<file path="src/rie_regs.svh">
/*
  Register map, field positions, reset values and bus codes of the
  interrupt-enable block of the real-time counter.
  Assumes inclusion by bare name; holds definitions only.
*/
`ifndef RIE_REGS_SVH
`define RIE_REGS_SVH

// register indices; byte address is four times the index
`define RIE_IDX_ENCLR 6'h06
`define RIE_IDX_ENSET 6'h07
`define RIE_IDX_FLAGS 6'h08
`define RIE_IDX_MODE 6'h0C

// field positions
`define RIE_BIT_OVF 7
`define RIE_BIT_SYNC 6
`define RIE_BIT_COMPARE1_SOURCE 1
`define RIE_BIT_COMPARE0_SOURCE 0

// reset values
`define RIE_EN_RST 8'h00
`define RIE_FLAG_RST 8'h00
`define RIE_MODE_RST 2'h0

// mode field codes
`define RIE_MODE_COUNT32 2'h0
`define RIE_MODE_COUNT16 2'h1
`define RIE_MODE_CALENDAR 2'h2

// bits that exist in each mode
`define RIE_VALID_COUNT32 8'hC1
`define RIE_VALID_COUNT16 8'hC3
`define RIE_VALID_CALENDAR 8'hC1
`define RIE_VALID_RSVD 8'hC0

// bus codes
`define RIE_HSIZE_WORD 3'h2
`define RIE_HRESP_OKAY 1'h0

`endif

</file>
<file path="src/rie_pkg.sv">
/*
  Types shared by the interrupt-enable block.
  Assumes the constants header is compiled alongside.
*/
package rie_pkg;

  // one byte of enables or flags
  typedef logic [7:0] rie_bits_t;

  // register index taken from the word address
  typedef logic [5:0] rie_idx_t;

endpackage : rie_pkg

</file>
<file path="src/rie_top.sv">
/*
  Interrupt-enable logic of the real-time counter: shared enable state
  behind a clear view and a set view, the interrupt flags, the counting
  mode selector and the request to the processor, all over an AHB-Lite
  slave port.
  Assumes event inputs come from logic on the same clock, one-cycle
  pulses, and a single AHB-Lite master doing whole-word transfers.
*/
`timescale 1ns/100ps
`include "rie_regs.svh"

module rie_top (
  // clock and reset
  input wire logic clk,
  input wire logic rst_n,
  // ahb-lite slave
  input wire logic hsel,
  input wire logic [31:0] haddr,
  input wire logic [1:0] htrans,
  input wire logic hwrite,
  input wire logic [2:0] hsize,
  input wire logic [31:0] hwdata,
  input wire logic hready,
  output logic hreadyout,
  output logic hresp,
  output logic [31:0] hrdata,
  // counter events
  input wire logic ovf_evt,
  input wire logic [1:0] cmp_evt,
  input wire logic sync_busy,
  input wire logic sync_busy_ctrl,
  // to the counter and the processor
  output logic [1:0] count_mode,
  output logic irq
);

  // bits that exist in a given mode
  function automatic rie_pkg::rie_bits_t valid_of(input logic [1:0] m);
    rie_pkg::rie_bits_t v;
    case (m)
      `RIE_MODE_COUNT32: v = `RIE_VALID_COUNT32;
      `RIE_MODE_COUNT16: v = `RIE_VALID_COUNT16;
      `RIE_MODE_CALENDAR: v = `RIE_VALID_CALENDAR;
      default: v = `RIE_VALID_RSVD;
    endcase
    return v;
  endfunction : valid_of

  // state
  logic wr_pend;
  rie_pkg::rie_idx_t wr_idx;
  rie_pkg::rie_bits_t enable;
  rie_pkg::rie_bits_t flags;
  logic busy_q;
  logic busy_ctrl_q;

  // next values
  logic next_wr_pend;
  rie_pkg::rie_idx_t next_wr_idx;
  rie_pkg::rie_bits_t next_enable;
  rie_pkg::rie_bits_t next_flags;
  logic [1:0] next_count_mode;
  logic [31:0] next_hrdata;
  logic next_irq;

  // helpers
  logic take;
  logic addr_ok;
  rie_pkg::rie_idx_t addr_idx;
  rie_pkg::rie_bits_t cur_valid;
  rie_pkg::rie_bits_t new_valid;
  rie_pkg::rie_bits_t wr_byte;
  rie_pkg::rie_bits_t en_clr;
  rie_pkg::rie_bits_t en_set;
  rie_pkg::rie_bits_t flag_clr;
  rie_pkg::rie_bits_t flag_set;
  logic sync_fall;

  // address phase decode; only aligned whole words in the low page map
  assign take = hsel & hready & htrans[1];
  assign addr_ok = (hsize == `RIE_HSIZE_WORD) && (haddr[1:0] == 2'h0)
                   && (haddr[31:8] == 24'h000000);
  assign addr_idx = haddr[7:2];
  assign wr_byte = hwdata[7:0];
  assign cur_valid = valid_of(count_mode);

  // bus phase tracking: write data arrives one cycle after its address
  always_comb begin
    next_wr_pend = take & hwrite & addr_ok;
    next_wr_idx = addr_idx;
  end

  // write strobes of the two views; zeros leave enables alone
  always_comb begin
    en_clr = 8'h00;
    en_set = 8'h00;
    if (wr_pend && wr_idx == `RIE_IDX_ENCLR) begin
      en_clr = wr_byte & cur_valid;
    end
    if (wr_pend && wr_idx == `RIE_IDX_ENSET) begin
      en_set = wr_byte & cur_valid;
    end
    // one state behind both views
    next_enable = (enable | en_set) & ~en_clr;
  end

  // mode selector, own register
  always_comb begin
    next_count_mode = count_mode;
    if (wr_pend && wr_idx == `RIE_IDX_MODE) begin
      next_count_mode = hwdata[1:0];
    end
    new_valid = valid_of(next_count_mode);
  end

  // sync-ready: fall of busy, not one that closes an enable or reset
  assign sync_fall = busy_q & ~sync_busy & ~busy_ctrl_q;

  // flags: a set in the clearing cycle wins, so no event is lost
  always_comb begin
    flag_set = 8'h00;
    flag_set[`RIE_BIT_OVF] = ovf_evt;
    flag_set[`RIE_BIT_SYNC] = sync_fall;
    flag_set[`RIE_BIT_COMPARE1_SOURCE] = cmp_evt[1];
    flag_set[`RIE_BIT_COMPARE0_SOURCE] = cmp_evt[0];
    flag_set = flag_set & cur_valid;
    flag_clr = 8'h00;
    if (wr_pend && wr_idx == `RIE_IDX_FLAGS) begin
      flag_clr = wr_byte;
    end
    next_flags = (flags & ~flag_clr) | flag_set;
  end

  // request from the values the registers are about to hold
  always_comb begin
    next_irq = |(next_flags & next_enable & new_valid);
  end

  // read data taken from next values, so a write just ahead is seen
  always_comb begin
    next_hrdata = 32'h00000000;
    if (take && !hwrite && addr_ok) begin
      case (addr_idx)
        `RIE_IDX_ENCLR: next_hrdata = {24'h000000, next_enable & new_valid};
        `RIE_IDX_ENSET: next_hrdata = {24'h000000, next_enable & new_valid};
        `RIE_IDX_FLAGS: next_hrdata = {24'h000000, next_flags & new_valid};
        `RIE_IDX_MODE: next_hrdata = {30'h00000000, next_count_mode};
        default: next_hrdata = 32'h00000000;
      endcase
    end
  end

  // registers
  always_ff @(posedge clk) begin
    if (!rst_n) begin
      wr_pend <= 1'b0;
      wr_idx <= 6'h00;
      enable <= `RIE_EN_RST;
      flags <= `RIE_FLAG_RST;
      count_mode <= `RIE_MODE_RST;
      busy_q <= 1'b0;
      busy_ctrl_q <= 1'b0;
      hrdata <= 32'h00000000;
      hreadyout <= 1'b1;
      hresp <= `RIE_HRESP_OKAY;
      irq <= 1'b0;
    end else begin
      wr_pend <= next_wr_pend;
      wr_idx <= next_wr_idx;
      enable <= next_enable;
      flags <= next_flags;
      count_mode <= next_count_mode;
      busy_q <= sync_busy;
      busy_ctrl_q <= sync_busy_ctrl;
      hrdata <= next_hrdata;
      hreadyout <= 1'b1; // zero wait states, never stalls
      hresp <= `RIE_HRESP_OKAY;
      irq <= next_irq;
    end
  end

endmodule : rie_top

</file>
<file path="config.mk">
export PLATFORM = sky130hd
export DESIGN_NAME = rie_top
export DESIGN_NICKNAME = d
export VERILOG_FILES = /design/src/rie_pkg.sv /design/src/rie_top.sv
export VERILOG_INCLUDE_DIRS = /design/src
export SDC_FILE = /design/constraint.sdc
export NUM_CORES = 1
export LEC_CHECK = 0
export BUFFER_PORTS_ARGS = -buffer_cell sky130_fd_sc_hd__buf_2
export CAP_MARGIN = 5
export CORE_MARGIN = 4
export CORE_UTILIZATION = 43
export CTS_BUF_LIST = sky130_fd_sc_hd__clkbuf_4
export CTS_CLUSTER_SIZE = 40
export DETAILED_ROUTE_END_ITERATION = 7
export PLACE_DENSITY = 0.88
export SYNTH_ARGS = -nofsm -noshare
export SYNTH_HDL_FRONTEND = slang
export SYNTH_SLANG_ARGS = --single-unit
export TNS_END_PERCENT = 1
</file>
<file path="constraint.sdc">
create_clock -name clk -period 5 [get_ports clk]
set_clock_uncertainty 0.1 [all_clocks]
set_input_delay 0.25 -clock clk [delete_from_list [all_inputs] [get_ports clk]]
set_output_delay 0.25 -clock clk [all_outputs]
set_load 0.05 [all_outputs]
</file>
==> results of run 1 <==
-- report_power, final --
part,switching [uW],internal (uW),leakage [uW]
clock,59.0,81.0,0.0000279
sequential,2.92,196,0.000196
combinational,66.5,22.3,0.000514
total,128,300,0.000739
-- worst max-delay path by stage --
stage / startpoint / to / slack, ns / cells after the start
global placement: rst_n / hrdata[1] / 3.09 / 6
global route: wr_idx[5] / irq / 2.98 / 5
detailed placement: rst_n / hrdata[1] / 3.08 / 6
floorplan: count_mode[0] / hrdata[1] / 3.21 / 5
finish: wr_idx[5] / irq / 3.08 / 5
CTS: wr_idx[5] / irq / 3.06 / 5
-- layer usage --
metal	part of all wire [%]	routed length (um)	track usage [%]	up-vias
li1	-	-	-	611
met1	39	1210	18.4	529
met2	47	1460	24.9	78
met3	13	414	5.20	2
met4	0.77	24	4.75	0
met5	0	0	0	-
-- sequential cells by signal (all words and copies together) (netlist names) --
signal,count
hrdata,4
flags,4
count_mode,2
irq,1
wr_pend,1
busy_q,1
enable,4
busy_ctrl_q,1
wr_idx,6
-- through the flow --
stage | utilization (%) | cell area (sq um) | setup slack, ns | std cells
after floorplan | - | 1490 | 3.21 | 187
after global placement | 51.3 | 1580 | 3.09 | 253
after detailed placement | 51.3 | 1580 | 3.08 | 253
after CTS | 53.0 | 1630 | 3.06 | 257
after global routing | 53.0 | 1630 | 2.98 | 257
final | 53.0 | 1630 | 3.08 | 257
-- kinds of logic after synthesis --
family | Yosys count | share of synthesized area [%]
buf+inv | 35 | 18.0
flops | 24 | 34.7
compound gates | 26 | 12.5
other cells | 2 | 0.542
simple gates | 68 | 31.4
mux | 4 | 2.89
-- final cells by class --
cell class | instances | area share [%]
Clock buffer | 3 | 1.38
Clock inverter | 1 | 1.84
Inverter | 1 | 0.230
Multi-Input combinational cell | 128 | 46.6
Sequential cell | 24 | 29.4
Tap cell | 44 | 3.37
Timing Repair Buffer | 56 | 17.2
-- cell usage in the layout, fill, tap and decap left out, drive strengths merged, types with 2 or more instances in the layout --
cell type  count
dfxtp         24
nor2           4
nand4b         2
buf           56
o31a           2
or4            2
o21ai          7
and2          13
a21boi         4
o32a           2
nand3          4
conb          30
nor4           7
o22ai          2
clkbuf         3
a21oi          7
nand2          7
or3            3
nor2b         11
nor3           3
mux2i          4
nand4          3
==> metrics.md, run 1 <==
| Metric | Value |
|---|---|
| Outcome | finished clean |
| Synthesized area per cell | around 8.7 sq um |
| Post-route ant nets | 0 |
| Layout area overhead | 17.9% |
| Largest net degree at the start of global routing | 21 |
| Pins Over Slew Limit | 0 |
| TritonCTS clock tree | done |
| First-pass GRT wire length | 4.86 mm |
| Synth area leaders | dfxtp_1 35%, buf_4 17%, nor2b_1 5.0%, and2_1 4.5%, nor4_1 3.2% |
| Clock transition at path regs | approximately 0.13 ns |
| Buf/Inv on CP | 0 |
| Antenna violations before repair | 0 |
| DP Wirelength | 2.58 mm |
| Fin crit share | between 30 and 40% |
| Critical Path, Cell by Cell | or4b_4 -> o31a_1 -> a21oi_2 -> o22ai_1 -> o31a_1 |
| FMAX | 520 MHz |
| DRC | 0 |
| Post-synth top area cell | dfxtp_1 |
| Cell Pwr Density | 262 nW/um^2 |
| HP Start | sync_busy_ctrl |
| Total CTS buffers | 3 |
| Hold Crit Class | primary input to register |
| CP Max Fanout | 4 |
| Cell with the most instances after synthesis | buf_4 |
| Yosys reg bits | 24 |
| Worst hold stages | 2 |
| Warnings, synthesis | 0 |
| H-tree lvl count | 1 |
| Max-Cap Viols | 0 |
| Clock Path Buffers | 2 |
| Final net count | between 200 and 300 |
| Post-synth top flop | dfxtp_1 |
| Clk Latency, worst-skew pair | 0.31 ns |
| Post-synth EDFFs | 0 |
| P_leak | approximately 0.00074 uW |
| Post-CTS setup repair buffer count | 0 |
| Seq. cell area | slightly below 500 sq um |
| GPL Wtd Cong | ~0.88 |
| Delay-heaviest family, CP | compound AO/OA/AOI/OAI gates |
| Synth async-reset ratio | 0% |
| Final Setup Violations | 0 |
| I/O pins | 116 |
| Post-synth top area share | between 30% and 40% |
| Crit path largest cell delay | 0.56 ns |
| Die Wd | approximately 65 um |
| Worst setup SP type | register |
| Via/cell ratio | between 4 and 5 |
| Core area | 3080 sq um |
| Synth cell types | 38 |
| Gate Count Post-Synth | between 150 and 200 |
| Worst path required time | about 5 ns |
| Fin Setup TNS | 0 ns |
| Die Ht | 64.8 um |
| Die area | between 4000 and 5000 sq um |
| Hold Slack | about 0.030 ns |
| Maximum vdd drop | between 0.0001 and 0.00015 V |
| CP endpoint kind | register |
| Total Routed Length | 3.11 mm |
| Input/output buffers | 56 |
| Fin crit period | 1.92 ns |
| Worst EP arrival | around 2 ns |
| Sequential share of the synthesized area | a little over a third |
| Overflow left after global routing | 0 |
| Fill count | 306 |
| Gr usage total | 15.1% |
| Pwr Total | roughly 430 uW |
| WHS Endpoint | busy_ctrl_q |
| RR Endpoint | irq |
| DR WL/cell | ~12 um |
| Multi-input gate area | ~760 sq um |
| Worst r2r src | wr_idx[5] |
| Number of inserted diodes | 0 |
| Crit-path most repeated cell | o31a_1 |
| TritonRoute pass-1 iters | 4 |
| Mapped Area | roughly 1400 sq um |
| Core Rows | 20 |
| Critical path type | register to register |
| Resized cells post-CTS | 0 |
| Share of cells above drive strength 1 | about a third |
| RSZ-0062 raised after global routing | false |
| Initial core utilization | between 40% and 50% |
| Vias after detailed routing | between 1000 and 1500 |
| DRT iter0 DRCs | ~110 |
| Hold Buf Count CTS | 0 |
| Final hold vios | 0 |
| Slowest CP cell | or4b_4 |
| Clock root buffer | clkbuf_4 |
| Worst Reg-to-Reg Cells | 5 |
| Top cells by count, synth | 31 x buf_4, 24 x dfxtp_1, 11 x nor2b_1 |
| Clock Sinks | 24 |
| Reg2reg setup slack | a little over 3 ns |
| Number of global-route vias before repair | 1150 |
Power figures use the tool's default switching activity.
==> inputs of run 2 (changes only) <==
--- a/config.mk
+++ b/config.mk
@@ -9,11 +9,11 @@
 export BUFFER_PORTS_ARGS = -buffer_cell sky130_fd_sc_hd__buf_2
 export CAP_MARGIN = 5
 export CORE_MARGIN = 4
-export CORE_UTILIZATION = 43
+export CORE_UTILIZATION = 40
 export CTS_BUF_LIST = sky130_fd_sc_hd__clkbuf_4
 export CTS_CLUSTER_SIZE = 40
 export DETAILED_ROUTE_END_ITERATION = 7
-export PLACE_DENSITY = 0.88
+export PLACE_DENSITY = 0.83
 export SYNTH_ARGS = -nofsm -noshare
 export SYNTH_HDL_FRONTEND = slang
 export SYNTH_SLANG_ARGS = --single-unit
==> constraint.sdc (replaced) <==
create_clock -name clk -period 1.8 [get_ports clk]
set_clock_uncertainty 0.1 [all_clocks]
set_input_delay 0.09 -clock clk [delete_from_list [all_inputs] [get_ports clk]]
set_output_delay 0.09 -clock clk [all_outputs]
set_load 0.05 [all_outputs]
==> run 2 against run 1 <==
- the flow now finishes with violations (setup timing)
- critical endpoint unchanged
- cell count rose by 7.4%
- sequential power rose to 2.8 times the previous value
- maximum frequency rose by 0.98%
- core utilization rose by 1.1 points
- sequential share of layout area fell by 2.7 points
- clock power rose to 2.8 times the previous value
==> metrics.md, run 2 (same netlist as run 1, synthesis figures left out) <==
| Metric | Value |
|---|---|
| Sw frac | 30.0% (about the same) |
| Commonest cells after routing, fill and taps aside | 56 x buf_2, 30 x conb_1, 23 x dfxtp_1 |
| TritonCTS clock tree | done |
| Pins Over Slew Limit | 0 (unchanged) |
| Antenna violations before repair | 0 (unchanged) |
| Core Rows | 21 (+5.0%) |
| Max reg flops | 6 (unchanged) |
| Die Ht | 66.8 um (+3.2%) |
| RSZ-0062 raised after global routing | true |
| Cell Pwr Density | 679 nW/um^2 (+160%) |
| Clock Path Buffers | 2 (unchanged) |
| Crit path largest cell delay | 0.56 ns (about the same) |
| Die Wd | 66.8 um (+3.2%) |
| Worst setup SP type | register |
| First-pass GRT wire length | 5.29 mm (+8.7%) |
| Maximum vdd drop | 0.000419 V (+180%) |
| Worst EP arrival | 2.03 ns (about the same) |
| Clock root buffer | clkbuf_4 |
| Post-CTS setup repair buffer count | 0 (unchanged) |
| Critical path type | register to register |
| Psw | 368 uW (+190%) |
| Worst path required time | 1.92 ns (-3.20 ns) |
| Fin crit share | 106% (+67 points) |
| Total Routed Length | 3.41 mm (+9.6%) |
| TritonRoute pass-1 iters | 4 (unchanged) |
| Overflow left after global routing | 0 (unchanged) |
| Number of global-route vias before repair | 1269 (+10%) |
| Int Pwr | 858 uW (+190%) |
| Final core utilization | 54.1% (+1.1 points) |
| Core area | 3340 sq um (+8.4%) |
| Final net count | 310 (+5.8%) |
| Fill count | 312 (+2.0%) |
| Post-route ant nets | 0 (unchanged) |
| Fin worst setup slack | -0.104 ns (-3.18 ns) |
| Multi-input gate area | 774 sq um (+1.8%) |
| Clock transition at path regs | 0.13 ns (about the same) |
| Combinational share of power | 22.9% (+2.1 points) |
| Crit-path most repeated cell | o31a_1 |
| Largest net degree at the start of global routing | 20 (-4.8%) |
| Final Setup Violations | 3 (+3) |
| DR WL/cell | 12.4 um (+2.1%) |
| Most common library cell in the layout ignoring fill and taps | buf_2 |
| Clock Sinks | 24 (unchanged) |
| Clk Latency, worst-skew pair | 0.31 ns (about the same) |
| Vias after detailed routing | 1325 (+8.6%) |
| Biggest register | wr_idx |
| Outcome | finished with violations |
| Input/output buffers | 56 (unchanged) |
| Final hold vios | 0 (unchanged) |
| Number of inserted diodes | 0 (unchanged) |
| CP endpoint kind | register |
| Placed inst area | 1630 sq um (+3.0%) |
| Pwr Total | 1230 uW (+190%) |
| Max-Cap Viols | 0 (unchanged) |
| Slowest CP cell | or4b_4 |
| FMAX | 525 MHz (+0.98%) |
| Seq. cell area | 482 sq um (+0.26%) |
| CP Max Fanout | 4 (unchanged) |
| Fin crit period | 1.90 ns (-0.0186 ns) |
| Via/cell ratio | 4.80 (+1.1%) |
| Share of cells above drive strength 1 | 34.3% (+1.0 points) |
| Final Cell Area | 1810 sq um (+11%) |
| I/O pins | 116 (unchanged) |
| DRC | 0 (unchanged) |
| Layout area overhead | 30.4% |
| Gr usage total | 15.7% (+0.56 points) |
| Non-filler cells, final | 276 (+7.4%) |
| GPL Wtd Cong | 0.884 (+0.75%) |
| Fin Setup TNS | -0.245 ns (-0.245 ns) |
| DRT iter0 DRCs | 84 (-22%) |
| Seq pwr share | 45.1% (-1.4 points) |
| Dpl cells | 261 (+3.2%) |
| P_leak | 0.000817 uW (+11%) |
| Total CTS buffers | 3 (unchanged) |
| Initial core utilization | 41.5% (-3.5 points) |
| Die area | 4470 sq um (+6.6%) |
| Hold Crit Class | primary input to register |
| H-tree lvl count | 1 (unchanged) |
| Failing checks | setup timing |
| DP Wirelength | 2.55 mm (-1.3%) |
| Critical Path, Cell by Cell | or4b_4 -> o31a_1 -> a21oi_2 -> o22ai_1 -> o31a_1 |
| Clock share of power | 31.9% (-0.8 points) |
==> run 2: cell type report <==
class                   instances  area share (%)
clock buffers                   3            1.25
clock inverters                 1            1.66
inverters                       1           0.208
multi-input cells             128            42.9
flip-flops and latches         24            26.7
well taps                      46            3.19
repair buffers                 73            24.1
==> run 2: path summary, 6_finish.rpt <==
kind            startpoint            end  slack (ns)  depth (start not counted)
min reg2reg  count_mode[1]  count_mode[1]        0.46                          2
min              haddr[27]        wr_pend        0.04                          4
max reg2reg      wr_idx[5]            irq       -0.10                          5
max              wr_idx[5]            irq       -0.10                          5
==> run 2: worst max-delay path, delay by kind of cell (launching register included) <==
family           cells  cell delay (ns)
AO/OA/AOI/OAI        4             0.80
AND/OR/NAND/NOR      1             0.56
flip-flops           1             0.35
==> run 2: through the flow <==
stage,worst slack [ns],hold WS (ns)
floorplan,0.00883,0.112
global placement,-0.0815,0.199
detailed placement,-0.0762,0.206
CTS,-0.0962,0.0367
global route,-0.158,0.0664
finish,-0.104,0.0421
==> run 2: power groups by stage <==
stage / Combinational, uW / Clock, uW / Sequential [uW]
finish: 281 / 392 / 554
detailed placement: 254 / 0 / 564
CTS: 273 / 396 / 553
global placement: 252 / 0 / 564
floorplan: 230 / 0 / 563
global route: 300 / 415 / 556
==> run 2: timing repair <==
item / 4_1_cts / 5_1_grt
hold buffers: 11 / 0
setup endpoints to repair: 3 / 6
gates resized for setup: 0 / 4
pin swaps: 0 / 2
endpoints found under the hold margin: 11 / 0
==> run 2: layer usage <==
metal	GRT usage (%)	up-vias	part of all wire (%)	wire length [um]
li1	-	647	-	-
met1	18.9	601	39	1340
met2	25.9	73	49	1670
met3	5.40	4	11	363
met4	5.08	0	1.0	35
met5	0	-	0	0
